<file path="config.mk">
export PLATFORM = sky130hd
export DESIGN_NAME = reset_init_values_bank
export DESIGN_NICKNAME = d
export VERILOG_FILES = /design/src/hdl/reset_init_pkg.sv /design/src/hdl/init_value_cell.sv /design/src/hdl/reset_init_values_bank.sv
export VERILOG_INCLUDE_DIRS = /design/src /design/src/hdl
export SDC_FILE = /design/constraint.sdc
export NUM_CORES = 1
export LEC_CHECK = 0
export BUFFER_PORTS_ARGS = -buffer_cell sky130_fd_sc_hd__buf_2
export CAP_MARGIN = 30
export CORE_MARGIN = 2
export CORE_UTILIZATION = 40
export DETAILED_ROUTE_END_ITERATION = 8
export PLACE_DENSITY = 0.69
export RECOVER_POWER = 25
export SETUP_SLACK_MARGIN = 0.02
export SYNTH_ARGS = -nofsm -noshare
export SYNTH_HDL_FRONTEND = slang
export SYNTH_HIERARCHICAL = 1
export SYNTH_SLANG_ARGS = --single-unit
</file>
<file path="constraint.sdc">
create_clock -name i_mclk -period 10.9 [get_ports i_mclk]
set_input_delay 2.18 -clock i_mclk [delete_from_list [all_inputs] [get_ports i_mclk]]
set_output_delay 2.18 -clock i_mclk [all_outputs]
set_load 0.02 [all_outputs]
</file>
<file path="src/hdl/reset_init_regs.svh">
`ifndef RESET_INIT_REGS_SVH
`define RESET_INIT_REGS_SVH

// ****************************************************************
// register window layout (byte addresses on the register bus)
// ****************************************************************
`define CELL_COUNT        24
`define CELL_STRIDE       8'h04
`define IDX_OSCILLATOR    9
`define IDX_RESET_CAUSE   12
`define OFS_STACK_PTR     8'h60
`define OFS_STACK_LOW     8'h64
`define OFS_STACK_HIGH    8'h68
`define OFS_STACK_UPPER   8'h6C
`define OFS_LAST_VECTOR   8'h70
`define OFS_PORT_LATCH    8'h74
`define OFS_PORT_DIR      8'h78
`define OFS_PORT_PINS     8'h7C
`define OFS_IRQ_REQUEST   8'h80
`define OFS_EV_STATUS     8'h84
`define OFS_EV_ENABLE     8'h88
`define OFS_EV_CLEAR      8'h8C

// ****************************************************************
// per-register init tables, bytes from the top:
// impl, por load, por value, por cond, other load, other value,
// other cond, wake load, wake value, wake cond
// ****************************************************************
`define CFG_PTR1_HIGH     80'h0F_000000_000000_000000
`define CFG_PTR1_LOW      80'hFF_000000_000000_000000
`define CFG_BANK_SELECT   80'h0F_0F0000_0F0000_000000
`define CFG_PTR2_HIGH     80'h0F_000000_000000_000000
`define CFG_PTR2_LOW      80'hFF_000000_000000_000000
`define CFG_STATUS        80'h1F_000000_000000_000000
`define CFG_T0_HIGH       80'hFF_FF0000_FF0000_000000
`define CFG_T0_LOW        80'hFF_000000_000000_000000
`define CFG_T0_CONTROL    80'hFF_FFFF00_FFFF00_000000
`define CFG_OSC_CONTROL   80'hFF_F76008_F76008_000008
`define CFG_DISP_REG      80'h7F_7F3C00_7F3800_000000
`define CFG_WDOG_CONTROL  80'h03_030000_030000_000000
`define CFG_RESET_CAUSE   80'hBF_BD3C02_A0001C_00000C
`define CFG_T1_HIGH       80'hFF_000000_000000_000000
`define CFG_T1_LOW        80'hFF_000000_000000_000000
`define CFG_T1_CONTROL    80'hFF_FF0000_400000_000000
`define CFG_T2_COUNT      80'hFF_FF0000_FF0000_000000
`define CFG_T2_PERIOD     80'hFF_FFFF00_FFFF00_FFFF00
`define CFG_T2_CONTROL    80'h7F_7F0000_7F0000_000000
`define CFG_SER_BUFFER    80'hFF_000000_000000_000000
`define CFG_SER_ADDRESS   80'hFF_FF0000_FF0000_000000
`define CFG_SER_STATUS    80'hFF_FF0000_FF0000_000000
`define CFG_SER_CONTROL_A 80'hFF_FF0000_FF0000_000000
`define CFG_SER_CONTROL_B 80'hFF_FF0000_FF0000_000000

// ****************************************************************
// stack, vectors, port and events
// ****************************************************************
`define SP_IMPL           8'hDF
`define SP_KEEP_POR       8'hC0
`define SP_FULL_BIT       7
`define SP_PTR_MAX        5'h1F
`define VEC_HIGH          21'h000008
`define VEC_LOW           21'h000018
`define PORT_OSC_BITS     8'hC0
`define PORT_DIR_RESET    8'hFF
`define PORT_LATCH_RESET  8'h00
`define EV_POR            0
`define EV_OTHER_RESET    1
`define EV_WAKE_WDT       2
`define EV_WAKE_IRQ       3
`define EV_STACK_FULL     4
`define EV_STATUS_RESET   8'h01

`endif

</file>
<file path="src/hdl/reset_init_pkg.sv">
package reset_init_pkg;

	typedef struct packed {
		logic [7:0] impl;
		logic [7:0] por_l;
		logic [7:0] por_v;
		logic [7:0] por_q;
		logic [7:0] oth_l;
		logic [7:0] oth_v;
		logic [7:0] oth_q;
		logic [7:0] wk_l;
		logic [7:0] wk_v;
		logic [7:0] wk_q;
	} cell_cfg_t;

	typedef struct packed {
		logic [7:0] val;
	} cell_state_t;

	typedef struct packed {
		logic [7:0]  sp;
		logic [20:0] tos;
		logic [7:0]  latch;
		logic [7:0]  dir;
		logic [7:0]  oe;
		logic [7:0]  pins_s1;
		logic [7:0]  pins_s2;
		logic [7:0]  irq_req;
		logic [7:0]  ev_st;
		logic [7:0]  ev_en;
		logic [31:0] rdata;
		logic        ready;
		logic        slverr;
		logic        vec_load;
		logic [20:0] vec;
		logic        irq;
	} bank_state_t;

endpackage : reset_init_pkg

</file>
<file path="src/hdl/init_value_cell.sv">
`timescale 1ns/1ns
`default_nettype none

module init_value_cell #(
	parameter reset_init_pkg::cell_cfg_t CFG = '0
) (
	input  wire logic       i_mclk,
	input  wire logic       i_rst,
	input  wire logic       i_por,
	input  wire logic       i_oth,
	input  wire logic       i_wake,
	input  wire logic       i_we,
	input  wire logic [7:0] i_wdata,
	input  wire logic [7:0] i_cond,
	output logic      [7:0] o_q
);

	reset_init_pkg::cell_state_t q;
	reset_init_pkg::cell_state_t d;

	// ****************************************************************
	// reset cause beats a software write landing in the same cycle
	// ****************************************************************
	always_comb begin
		d = q;
		if (i_por) begin
			d.val = (q.val & ~(CFG.por_l | CFG.por_q)) | (CFG.por_v & CFG.por_l)
				| (i_cond & CFG.por_q);
		end else if (i_oth) begin
			d.val = (q.val & ~(CFG.oth_l | CFG.oth_q)) | (CFG.oth_v & CFG.oth_l)
				| (i_cond & CFG.oth_q);
		end else if (i_wake) begin
			d.val = (q.val & ~(CFG.wk_l | CFG.wk_q)) | (CFG.wk_v & CFG.wk_l)
				| (i_cond & CFG.wk_q);
		end else if (i_we) begin
			d.val = i_wdata;
		end
		// unimplemented bits never hold a one
		d.val = d.val & CFG.impl;
	end

	// undefined bits settle to zero under the pin reset, a safe known value
	always_ff @(posedge i_mclk or posedge i_rst) begin
		if (i_rst) begin
			q.val <= CFG.por_v & CFG.impl;
		end else begin
			q <= d;
		end
	end

	assign o_q = q.val;

endmodule : init_value_cell

`default_nettype wire

</file>
<file path="src/hdl/reset_init_values_bank.sv">
// Contract
// - irq wake with gie pushes pc, bumps pointer
// - irq wake with gie loads 0008h/0018h vector
// - wake leaves source flags in request register
// - port bits 6,7 exist only when oscillator frees
// - unimplemented bits read zero; cond bits from cause
// - bank select clears on resets, kept on wake
// - pointers, status, timer1, buffer: undefined then kept
// - timer0 high clears on resets; low undefined, kept
// - timer0 control sets all ones on resets
// - oscillator control 0110q000; wake changes bit3 only
// - regulator -0111100 on power-on, -0111000 on other resets
// - reset control per cause, cond bits record cause
// - timer1 control clears; other resets clear bit6
// - timer2 clears, period reads ones on all
// - serial address/status/controls clear on resets, kept
// - stack pointer keeps flags on power-on, clears on other resets
`timescale 1ns/1ns
`default_nettype none
`include "reset_init_regs.svh"

module reset_init_values_bank (
	input  wire logic        i_mclk,
	input  wire logic        i_rst,
	input  wire logic        psel,
	input  wire logic        penable,
	input  wire logic        pwrite,
	input  wire logic [7:0]  paddr,
	input  wire logic [31:0] pwdata,
	output logic      [31:0] prdata,
	output logic             pready,
	output logic             pslverr,
	input  wire logic        i_por_bor,
	input  wire logic        i_other_reset,
	input  wire logic        i_wake_wdt,
	input  wire logic        i_wake_irq,
	input  wire logic        i_wake_irq_high,
	input  wire logic [7:0]  i_wake_src,
	input  wire logic        i_low_prio_global_irq_enable,
	input  wire logic        i_high_prio_global_irq_enable,
	input  wire logic [20:0] i_pc,
	input  wire logic        i_osc_cond,
	input  wire logic [7:0]  i_reset_cause_cond,
	input  wire logic        i_osc_frees_port_bits,
	input  wire logic [7:0]  i_first_port_pins,
	output logic      [7:0]  o_first_port_latch,
	output logic      [7:0]  o_first_port_oe,
	output logic             o_vector_load,
	output logic      [20:0] o_vector,
	output logic             o_irq
);

	// ****************************************************************
	// init table for the byte registers, in address order
	// ****************************************************************
	localparam reset_init_pkg::cell_cfg_t CELL_CFG [`CELL_COUNT] = '{
		`CFG_PTR1_HIGH,
		`CFG_PTR1_LOW,
		`CFG_BANK_SELECT,
		`CFG_PTR2_HIGH,
		`CFG_PTR2_LOW,
		`CFG_STATUS,
		`CFG_T0_HIGH,
		`CFG_T0_LOW,
		`CFG_T0_CONTROL,
		`CFG_OSC_CONTROL,
		`CFG_DISP_REG,
		`CFG_WDOG_CONTROL,
		`CFG_RESET_CAUSE,
		`CFG_T1_HIGH,
		`CFG_T1_LOW,
		`CFG_T1_CONTROL,
		`CFG_T2_COUNT,
		`CFG_T2_PERIOD,
		`CFG_T2_CONTROL,
		`CFG_SER_BUFFER,
		`CFG_SER_ADDRESS,
		`CFG_SER_STATUS,
		`CFG_SER_CONTROL_A,
		`CFG_SER_CONTROL_B
	};

	// power-on image of the local words: the event status starts with the
	// power-on event set, so software can tell why the part came up
	localparam reset_init_pkg::bank_state_t STATE_RESET = '{
		sp:       8'h00,
		tos:      21'h000000,
		latch:    `PORT_LATCH_RESET,
		dir:      `PORT_DIR_RESET,
		oe:       8'h00,
		pins_s1:  8'h00,
		pins_s2:  8'h00,
		irq_req:  8'h00,
		ev_st:    `EV_STATUS_RESET,
		ev_en:    8'h00,
		rdata:    32'h00000000,
		ready:    1'b0,
		slverr:   1'b0,
		vec_load: 1'b0,
		vec:      21'h000000,
		irq:      1'b0
	};

	reset_init_pkg::bank_state_t q;
	reset_init_pkg::bank_state_t d;

	logic [7:0] cell_q  [`CELL_COUNT];
	logic       wr_cell;
	logic [4:0] wr_idx;
	logic       bus_wr;
	logic       setup;
	logic       gie;
	logic       vec_wake;
	logic       any_wake;
	logic [7:0] port_mask;

	// ****************************************************************
	// bus decode helpers
	// ****************************************************************
	// zero wait state: ready rises with the access phase, so the write
	// commits on the edge where the master sees pready high
	assign setup    = psel & ~penable;
	assign bus_wr   = psel & penable & pwrite & q.ready & ~q.slverr;
	assign wr_cell  = bus_wr && (paddr < (`CELL_STRIDE * 8'(`CELL_COUNT)))
		&& (paddr[1:0] == 2'b00);
	assign wr_idx   = paddr[6:2];
	assign gie      = i_low_prio_global_irq_enable | i_high_prio_global_irq_enable;
	assign any_wake = i_wake_wdt | i_wake_irq;
	// a reset in the same cycle outranks the wake, so nothing is pushed
	assign vec_wake = i_wake_irq & gie & ~i_por_bor & ~i_other_reset;
	assign port_mask = i_osc_frees_port_bits ? 8'hFF : ~`PORT_OSC_BITS;

	// ****************************************************************
	// byte registers with their per-cause init values
	// ****************************************************************
	// one cell per register keeps the cause priority in one place;
	// the table above carries ..as load/cond masks
	genvar gi;
	generate
		for (gi = 0; gi < `CELL_COUNT; gi = gi + 1) begin : g_cell
			logic [7:0] cond;
			if (gi == `IDX_RESET_CAUSE) begin : g_rc
				assign cond = i_reset_cause_cond;
			end else if (gi == `IDX_OSCILLATOR) begin : g_osc
				assign cond = {4'h0, i_osc_cond, 3'h0};
			end else begin : g_none
				assign cond = 8'h00;
			end
			init_value_cell #(
				.CFG (CELL_CFG[gi])
			) u_cell (
				.i_mclk  (i_mclk),
				.i_rst   (i_rst),
				.i_por   (i_por_bor),
				.i_oth   (i_other_reset),
				.i_wake  (any_wake),
				.i_we    (wr_cell && (wr_idx == 5'(gi))),
				.i_wdata (pwdata[7:0]),
				.i_cond  (cond),
				.o_q     (cell_q[gi])
			);
		end
	endgenerate

	// ****************************************************************
	// next-state logic
	// ****************************************************************
	always_comb begin
		logic [7:0]  rd;
		logic [4:0]  ptr;
		logic        hit;
		logic        ro;
		rd  = 8'h00;
		ptr = q.sp[4:0];
		hit = 1'b1;
		ro  = 1'b0;
		d   = q;

		// pins pass two flops before anything reads them
		d.pins_s1 = i_first_port_pins;
		d.pins_s2 = q.pins_s1;
		d.vec_load = 1'b0;

		// ****************************************************************
		// bus writes to the local registers
		// ****************************************************************
		// writes to read-only words fall through and change nothing
		if (bus_wr) begin
			if (paddr == `OFS_STACK_PTR) begin
				d.sp = pwdata[7:0] & `SP_IMPL;
			end else if (paddr == `OFS_STACK_LOW) begin
				d.tos[7:0] = pwdata[7:0];
			end else if (paddr == `OFS_STACK_HIGH) begin
				d.tos[15:8] = pwdata[7:0];
			end else if (paddr == `OFS_STACK_UPPER) begin
				d.tos[20:16] = pwdata[4:0];
			end else if (paddr == `OFS_PORT_LATCH) begin
				d.latch = pwdata[7:0] & port_mask;
			end else if (paddr == `OFS_PORT_DIR) begin
				d.dir = pwdata[7:0] | ~port_mask;
			end else if (paddr == `OFS_IRQ_REQUEST) begin
				d.irq_req = pwdata[7:0];
			end else if (paddr == `OFS_EV_ENABLE) begin
				d.ev_en = pwdata[7:0];
			end else if (paddr == `OFS_EV_CLEAR) begin
				d.ev_st = q.ev_st & ~pwdata[7:0];
			end
		end

		// ****************************************************************
		// reset causes and wake-up
		// ****************************************************************
		// a reset in the same cycle beats a wake; the wake is then dropped
		if (i_por_bor) begin
			d.sp      = q.sp & `SP_KEEP_POR;
			d.tos     = 21'h000000;
			d.irq_req = 8'h00;
			d.latch   = `PORT_LATCH_RESET;
			d.dir     = `PORT_DIR_RESET;
		end else if (i_other_reset) begin
			d.sp      = 8'h00;
			d.tos     = 21'h000000;
			d.irq_req = 8'h00;
			d.latch   = `PORT_LATCH_RESET;
			d.dir     = `PORT_DIR_RESET;
		end else if (any_wake) begin
			// source flags set even if software clears them this cycle
			d.irq_req = d.irq_req | i_wake_src;
			if (vec_wake) begin
				d.tos = i_pc;
				if (ptr == `SP_PTR_MAX) begin
					// no room left: flag it, pointer stays put
					d.sp[`SP_FULL_BIT] = 1'b1;
				end else begin
					d.sp[4:0] = ptr + 5'h01;
				end
				d.vec_load = 1'b1;
				d.vec      = i_wake_irq_high ? `VEC_HIGH : `VEC_LOW;
			end
		end

		// bits that the oscillator mode takes away stay quiet
		// a hidden pin reads zero and is never driven, whatever was written
		d.latch = d.latch & port_mask;
		d.dir   = d.dir | ~port_mask;
		d.oe    = ~d.dir & port_mask;

		// ****************************************************************
		// sticky events, set wins over a clear
		// ****************************************************************
		// a reset and a wake in one cycle log only the reset
		if (i_por_bor) begin
			d.ev_st[`EV_POR] = 1'b1;
		end
		if (i_other_reset) begin
			d.ev_st[`EV_OTHER_RESET] = 1'b1;
		end
		if (i_wake_wdt && !i_por_bor && !i_other_reset) begin
			d.ev_st[`EV_WAKE_WDT] = 1'b1;
		end
		if (i_wake_irq && !i_por_bor && !i_other_reset) begin
			d.ev_st[`EV_WAKE_IRQ] = 1'b1;
		end
		if (vec_wake && ptr == `SP_PTR_MAX) begin
			d.ev_st[`EV_STACK_FULL] = 1'b1;
		end
		// level output: stays up until software clears or masks the bit
		d.irq = |(d.ev_st & d.ev_en);

		// ****************************************************************
		// bus read path, captured in the setup cycle
		// ****************************************************************
		// misaligned words are refused outright
		if (paddr[1:0] != 2'b00) begin
			hit = 1'b0;
		end else if (paddr < (`CELL_STRIDE * 8'(`CELL_COUNT))) begin
			rd = cell_q[paddr[6:2]];
		end else if (paddr == `OFS_STACK_PTR) begin
			rd = q.sp & `SP_IMPL;
		end else if (paddr == `OFS_STACK_LOW) begin
			rd = q.tos[7:0];
		end else if (paddr == `OFS_STACK_HIGH) begin
			rd = q.tos[15:8];
		end else if (paddr == `OFS_STACK_UPPER) begin
			rd = {3'h0, q.tos[20:16]};
		end else if (paddr == `OFS_LAST_VECTOR) begin
			rd = q.vec[7:0];
			ro = 1'b1;
		end else if (paddr == `OFS_PORT_LATCH) begin
			rd = q.latch & port_mask;
		end else if (paddr == `OFS_PORT_DIR) begin
			rd = q.dir & port_mask;
		end else if (paddr == `OFS_PORT_PINS) begin
			rd = q.pins_s2 & port_mask;
			ro = 1'b1;
		end else if (paddr == `OFS_IRQ_REQUEST) begin
			rd = q.irq_req;
		end else if (paddr == `OFS_EV_STATUS) begin
			rd = q.ev_st;
			ro = 1'b1;
		end else if (paddr == `OFS_EV_ENABLE) begin
			rd = q.ev_en;
		end else if (paddr == `OFS_EV_CLEAR) begin
			rd = 8'h00;
		end else begin
			hit = 1'b0;
		end

		// a write to a read-only word is answered with an error
		// one answer per setup, so back-to-back transfers need no idle gap
		d.ready  = setup;
		d.slverr = setup & (~hit | (ro & pwrite));
		// a refused read answers zero rather than the decoded byte
		if (setup) begin
			d.rdata = (hit && !pwrite) ? {24'h000000, rd} : 32'h00000000;
		end
	end

	// ****************************************************************
	// state register
	// ****************************************************************
	// async reset gives the power-on image; causes arrive as sync pulses
	always_ff @(posedge i_mclk or posedge i_rst) begin
		if (i_rst) begin
			q <= STATE_RESET;
		end else begin
			q <= d;
		end
	end

	// ****************************************************************
	// outputs, each straight from a flop
	// ****************************************************************
	assign prdata             = q.rdata;
	assign pready             = q.ready;
	assign pslverr            = q.slverr;
	assign o_first_port_latch = q.latch;
	assign o_first_port_oe    = q.oe;
	assign o_vector_load      = q.vec_load;
	assign o_vector           = q.vec;
	assign o_irq              = q.irq;

endmodule : reset_init_values_bank

`default_nettype wire

</file>
=== Word-level counts from Yosys, hierarchy flattened ===
Cells that the tools add are included.

* Eq/ne operators: 39
* Bitwise operators: 37
* Muxes and demuxes: 154
* Add/sub/neg operators: 1
* Reductions and logical operators: 81
* Order comparisons: 2

{| class="wikitable"
|+ Operators by type and width
! kind !! number
|-
| 8-bit 2-to-1 mux || 74
|-
| 24-bit 2-to-1 mux || 7
|-
| 22-bit 2-to-1 mux || 4
|-
| 16-bit 2-to-1 mux || 5
|-
| 26-bit 2-to-1 mux || 3
|-
| 8-bit bitwise AND || 8
|-
| 8-bit by 7-bit equality test with 1-bit output, second input constant || 8
|-
| 7-bit 2-to-1 mux || 8
|-
| 5-bit equality test, second input constant || 9
|-
| 45-bit 2-to-1 mux || 1
|-
| 42-bit 2-to-1 mux || 1
|-
| 8-bit binary-select mux with 5-bit select || 1
|-
| 5-bit by 4-bit equality test with 1-bit output, second input constant || 8
|-
| 4-bit AND reduction || 10
|-
| 37-bit 2-to-1 mux || 1
|-
| 3-bit nonzero test || 12
|-
| 1-bit 2-to-1 mux || 35
|-
| 8-bit equality test, second input constant || 4
|-
| 1-bit logical AND || 32
|-
| 8-bit inverter || 3
|-
| 8-bit bitwise OR || 3
|-
| 2-bit AND reduction || 12
|-
| 5-bit by 3-bit equality test with 1-bit output, second input constant || 4
|-
| 5-bit 2-to-1 mux || 4
|-
| 23 further kinds || 57
|}

* Bits in registers: 317
* Word-level logic and storage cells: 357
* Output and inout bits: 73
* Input bits: 99

=== Longest topological paths before layout ===
* Word-level depth: 18
* Gate-level depth with buffers: 11
* Gate-level depth less buffers: 7

=== Hierarchy ===
Netlist, hierarchy kept.

{| class="wikitable"
|+ Modules (own cells, without submodules)
! module !! cells each !! seq. area each (µm²) !! area each (µm²) !! instances
|-
| reset_init_values_bank || 744 || 2663.8 || 7513.5 || 1
|-
| init_value_cell at g_cell[16].u_cell ... || 39 || 200.2 || 337.8 || 6
|-
| init_value_cell at g_cell[13].u_cell ... || 18 || 200.2 || 317.8 || 6
|-
| init_value_cell at g_cell[0].u_cell ... || 15 || 100.1 || 206.4 || 2
|-
| init_value_cell at g_cell[8].u_cell || 37 || 210.2 || 391.6 || 1
|-
| init_value_cell at g_cell[12].u_cell || 31 || 180.2 || 366.6 || 1
|-
| init_value_cell at g_cell[9].u_cell || 38 || 202.7 || 354.1 || 1
|-
| init_value_cell at g_cell[17].u_cell || 27 || 210.2 || 347.8 || 1
|-
| init_value_cell at g_cell[15].u_cell || 37 || 200.2 || 342.8 || 1
|-
| init_value_cell at g_cell[18].u_cell || 35 || 175.2 || 336.6 || 1
|-
| init_value_cell at g_cell[10].u_cell || 27 || 180.2 || 327.8 || 1
|-
| init_value_cell at g_cell[5].u_cell || 16 || 125.1 || 235.2 || 1
|-
| init_value_cell at g_cell[2].u_cell || 20 || 100.1 || 209.0 || 1
|-
| init_value_cell at g_cell[11].u_cell || 15 || 50.0 || 146.4 || 1
|}

=== Worst setup path after synthesis ===
No wires, ideal clock.

* Path kind: input to register
* From: in i_wake_wdt
* To: reg g_cell[12].u_cell.q (netlist bit g_cell[12].u_cell/o_q[4])
* Cell stages on the path: 5
* Path buffers: 1
* Arrival time: 4.657 ns
* Slack: 6.158 ns
* Library setup time: 0.086 ns
* Required time: 10.814 ns
* Cells stage by stage: or2_2 > clkbuf_1 > nor2b_4 > and3b_2 > a2111o_1

* Word-level cells in the longest chain between the ends: 4
* Elaborated cells on any way between the ends: 5
* Those cells by class: mux (3); bitwise (1); reduce/logical (1)

{| class="wikitable"
|+ RTL lines
! element !! RTL line !! source
|-
| start, declared || reset_init_values_bank.sv:35 || <nowiki>input wire logic i_wake_wdt,</nowiki>
|-
| 1-bit bitwise OR * || reset_init_values_bank.sv:128 || <nowiki>assign any_wake = i_wake_wdt | i_wake_irq;</nowiki>
|-
| via any_wake || reset_init_values_bank.sv:114 || <nowiki>logic any_wake;</nowiki>
|-
| 8-bit 2-to-1 mux || init_value_cell.sv:32 || <nowiki>end else if (i_wake) begin</nowiki>
|-
| 8-bit 2-to-1 mux || init_value_cell.sv:29 || <nowiki>end else if (i_oth) begin</nowiki>
|-
| 8-bit 2-to-1 mux || init_value_cell.sv:26 || <nowiki>if (i_por) begin</nowiki>
|-
| end, declared || init_value_cell.sv:18 || <nowiki>reset_init_pkg::cell_state_t q;</nowiki>
|}

The timed path passes the listed nets; every way through them passes the cells marked *.
A chain may end at the register's enable or synchronous reset.

=== Final worst setup path ===
* From: in pwrite
* To: reg g_cell[7].u_cell.q (netlist bit g_cell[7].u_cell/o_q[4])

* Word-level cells in the longest chain between the ends: 7

{| class="wikitable"
|+ RTL lines
! element !! RTL line !! source
|-
| start, declared || reset_init_values_bank.sv:27 || <nowiki>input wire logic pwrite,</nowiki>
|-
| 1-bit bitwise AND (3 in a row) || reset_init_values_bank.sv:123 || <nowiki>assign bus_wr = psel & penable & pwrite & q.ready & ~q.slverr;</nowiki>
|-
| 1-bit logical AND (2 in a row) || reset_init_values_bank.sv:124 || <nowiki>assign wr_cell = bus_wr && (paddr < (`CELL_STRIDE * 8'(`CELL_COUNT)))</nowiki>
|-
| 1-bit logical AND || reset_init_values_bank.sv:157 || <nowiki>.i_we (wr_cell && (wr_idx == 5'(gi))),</nowiki>
|-
| 4-bit AND reduction (no line) || -- ||
|-
| end, declared || init_value_cell.sv:18 ||
|}

No other way between the ends.

==> flow_summary_export.csv <==
group,metric,value,unit
cts,post-cts-setup-buffers,0,
critical_path,worst_setup_path_end_kind,"flop",
sta,fmaxAchievable,0.219,GHz
floorplanning,dieArea,0.0389,sq mm
critical_path,start_kind,"primary input",
global_route,gr-total-overflow,0,
global_route,grt_antenna_before_repair,0,
power,power,0.00229,W
power,power_leakage,7.09,nW
sta,tns,0,ps
placed_design,post-place-cells,1870,
cts,htreeDepth,1,
placed_design,place.gp.congestion,0.925,
critical_path,regToRegSetupSlack,7700,ps
sta,worstMarginPinSlew,1590,ps
cts,cts_buffer_depth,3,
critical_path,worstPathRequired,11340,ps
job,drv_cap,1,
sta,hold_viol,0,
sta,skew,19.9,ps
global_route,grt_max_degree,62,
cts,clkSinkCount,274,
drt,vias,11100,
sta,setup_viol,0,
critical_path,cp_data_arrival_time,5000,ps
sta,worst_slack,6340,ps
drt,wl_per_cell,21.6,microns
drt,first_pass_iters,6,
yosys,synth_cell_type_count,81,
final_layout,syn_to_final_growth,9.23,%
yosys,ys_seq_area_frac,0.463,
drt,routed_wl,41.6,mm
sta,timing.final.crit_share,0.418,
floorplanning,fp.dieH,197,microns
cts,cts_inserted_buffers,30,
critical_path,critPathLaunch,"pwrite",
run_status,violations,"capacitance limit, slew limit",
global_route,first_global_vias,11200,
floorplanning,fp-row-count,70,
cts,cts_tree,"yes",
cts,cts_resized,0,
global_route,track_usage,0.214,
cts,root_buffer,"clkbuf_16",
yosys,synth_async_sr_flop_share,1.00,
yosys,synth_edf_count,0,
power,ir_worst_vdd,0.101,mV
final_layout,final.fill_count,3387,
yosys,netlist_area,0.0149,sq mm
placed_design,io_buffers,100,
placed_design,dp_slack,5880,ps
sta,fin_crit,4560,ps
placed_design,dp_hpwl,28.5,mm
run_status,status,"complete, but fails checks",
critical_path,reg2regPathDepth,6,
yosys,ys.flop_type,"dfrtp_1",
drt,ant_nets,0,
yosys,yosysWarnings,6,
critical_path,crit_fanout,9,
sta,slew_viol_final,26,
floorplanning,coreArea,0.0367,sq mm
floorplanning,die_width,197,microns
floorplanning,pin_count,172,
sta,rsz0062_at_grt,"false",
yosys,ys_seq_elements,274,
critical_path,crit_end,"g_cell[7].u_cell/o_q[4]",
power,pwr_density_cell,140,mW/mm^2
final_layout,fin_nets,1535,
critical_path,critPathKind,"in2reg",
yosys,syn_area_per_cell,10.7,sq um
drt,first_iter_violations,1019,
floorplanning,initial_core_util,0.407,
final_layout,drive_gt1_frac,0.257,
global_route,grt_pass1_wl,64.5,mm
critical_path,rr_startpoint,"pslverr",
worst_hold_path,hp-class,"reg2reg",
yosys,synthCells,1399,
drt,viasPerCell,5.78,
cts,path_clk_slew,70,ps
sta,maxSlewHeadroom,-0.0626,
cts,clk_latency,570,ps
cts,cts_hold_buffers,0,
final_layout,instances_no_fill,1928,
drt,drc,0,
critical_path,r2r-end,"g_cell[7].u_cell/o_q[4]",
==> registers in the layout (all words and copies together), names as in the netlist <==
signal,count
g_cell.u_cell/o_q,168
q,68
d,8
o_first_port_latch,8
o_first_port_oe,8
prdata,8
o_vector,2
o_irq,1
o_vector_load,1
pready,1
pslverr,1
==> metal layers <==
layer	GRT usage	wire (microns)
met5	0	0
met4	0.0794	1600
met3	0.0401	3510
met2	0.347	19100
met1	0.286	17400
==> report_power, final <==
| group | internal (W) | total, W | switching [W] |
|---|---|---|---|
| Combinational | 0.0000515 | 0.000192 | 0.000141 |
| Clock | 0.000633 | 0.00106 | 0.000425 |
| Sequential | 0.00103 | 0.00104 | 0.00000708 |
| Total | 0.00171 | 0.00229 | 0.000573 |
==> cell usage in the layout, fill, tap and decap left out, types with 13 or more instances in the layout <==
cell type,instances
nand2_1,211
buf_4,19
mux2i_1,68
nor3_1,15
nand2b_1,14
nor2_1,90
a31oi_1,18
a22oi_1,15
a211oi_1,24
o21ai_0,16
nor2b_1,13
mux4_2,52
buf_2,99
conb_1,67
o22ai_1,22
dfrtp_1,239
inv_1,37
dfstp_2,35
a21oi_1,78
nand3_1,26
mux2_2,77
clkbuf_16,31
==> how the worst min path moves through the flow <==
stage / from / endpoint / slack, ps / cells after the start
after floorplan: d[81] / q[81] / 330 / 0
after global placement: d[82] / q[82] / 340 / 0
after detailed placement: d[82] / q[82] / 340 / 0
after CTS: d[85] / q[85] / 350 / 0
after global routing: d[85] / q[85] / 350 / 0
final: d[85] / q[85] / 350 / 0
==> worst max-delay path: stages <==
cell and delay, ps:
buf_2 140, nand4_1 310, nor2_1 820, nand4b_1 380, nor2_1 180, nor4b_4 570, mux2_2 410
==> synthesized netlist by cell type, types with 4 or more instances <==
master,n,area share
nor3b_1,4,0.0020
clkbuf_1,29,0.0073
or2_1,7,0.0029
dfrtp_1,239,0.40
nand2_1,212,0.053
nor4b_4,9,0.014
a31oi_1,18,0.0075
o211ai_1,11,0.0055
o22ai_1,22,0.0092
clkbuf_2,8,0.0027
a22oi_1,15,0.0075
nor3_1,15,0.0050
nand3b_1,11,0.0055
mux4_2,52,0.079
o221a_2,4,0.0030
conb_1,9,0.0023
buf_4,99,0.050
a211oi_1,24,0.012
nand4_1,11,0.0046
and2_1,4,0.0017
nor2b_1,13,0.0055
mux2i_1,68,0.046
nand3_1,26,0.0087
inv_1,38,0.0096
nor2_1,90,0.023
mux2_2,77,0.058
a21oi_2,7,0.0041
a21boi_0,5,0.0025
o2bb2ai_1,4,0.0023
or4_1,6,0.0030
nand2b_1,14,0.0059
and3_1,9,0.0038
buf_6,4,0.0030
buf_2,32,0.011
or2_2,6,0.0025
or3_1,4,0.0017
a32oi_1,4,0.0023
a21oi_1,78,0.026
o21ai_0,16,0.0054
dfstp_2,35,0.062
==> kinds of logic after synthesis <==
logic type,count (synthesis),synth area share
fa+ha+maj,2,0.00168
buf+inv,213,0.0839
mux,197,0.182
other cells,9,0.00226
flops,274,0.463
compound gates,232,0.102
simple gates,472,0.165
==> cell type report <==
class / instances / area [sq um] / share of cell area
Inverter: 39 / 149 / 0.00914
Timing Repair Buffer: 119 / 642 / 0.0394
Tap cell: 468 / 586 / 0.0359
Sequential cell: 274 / 6900 / 0.423
Clock buffer: 45 / 888 / 0.0545
Antenna cell: 2 / 5.00 / 0.000307
Clock inverter: 11 / 139 / 0.00852
Multi-Input combinational cell: 970 / 6990 / 0.429
==> metrics by stage <==
step / hold slack, ps / utilization / area, sq um
floorplan: 331 / - / 15100
global placement: 338 / 0.416 / 15300
detailed placement: 338 / 0.416 / 15300
CTS: 348 / 0.444 / 16300
global route: 353 / 0.444 / 16300
finish: 345 / 0.444 / 16300
(Power assumes the default switching activity.)
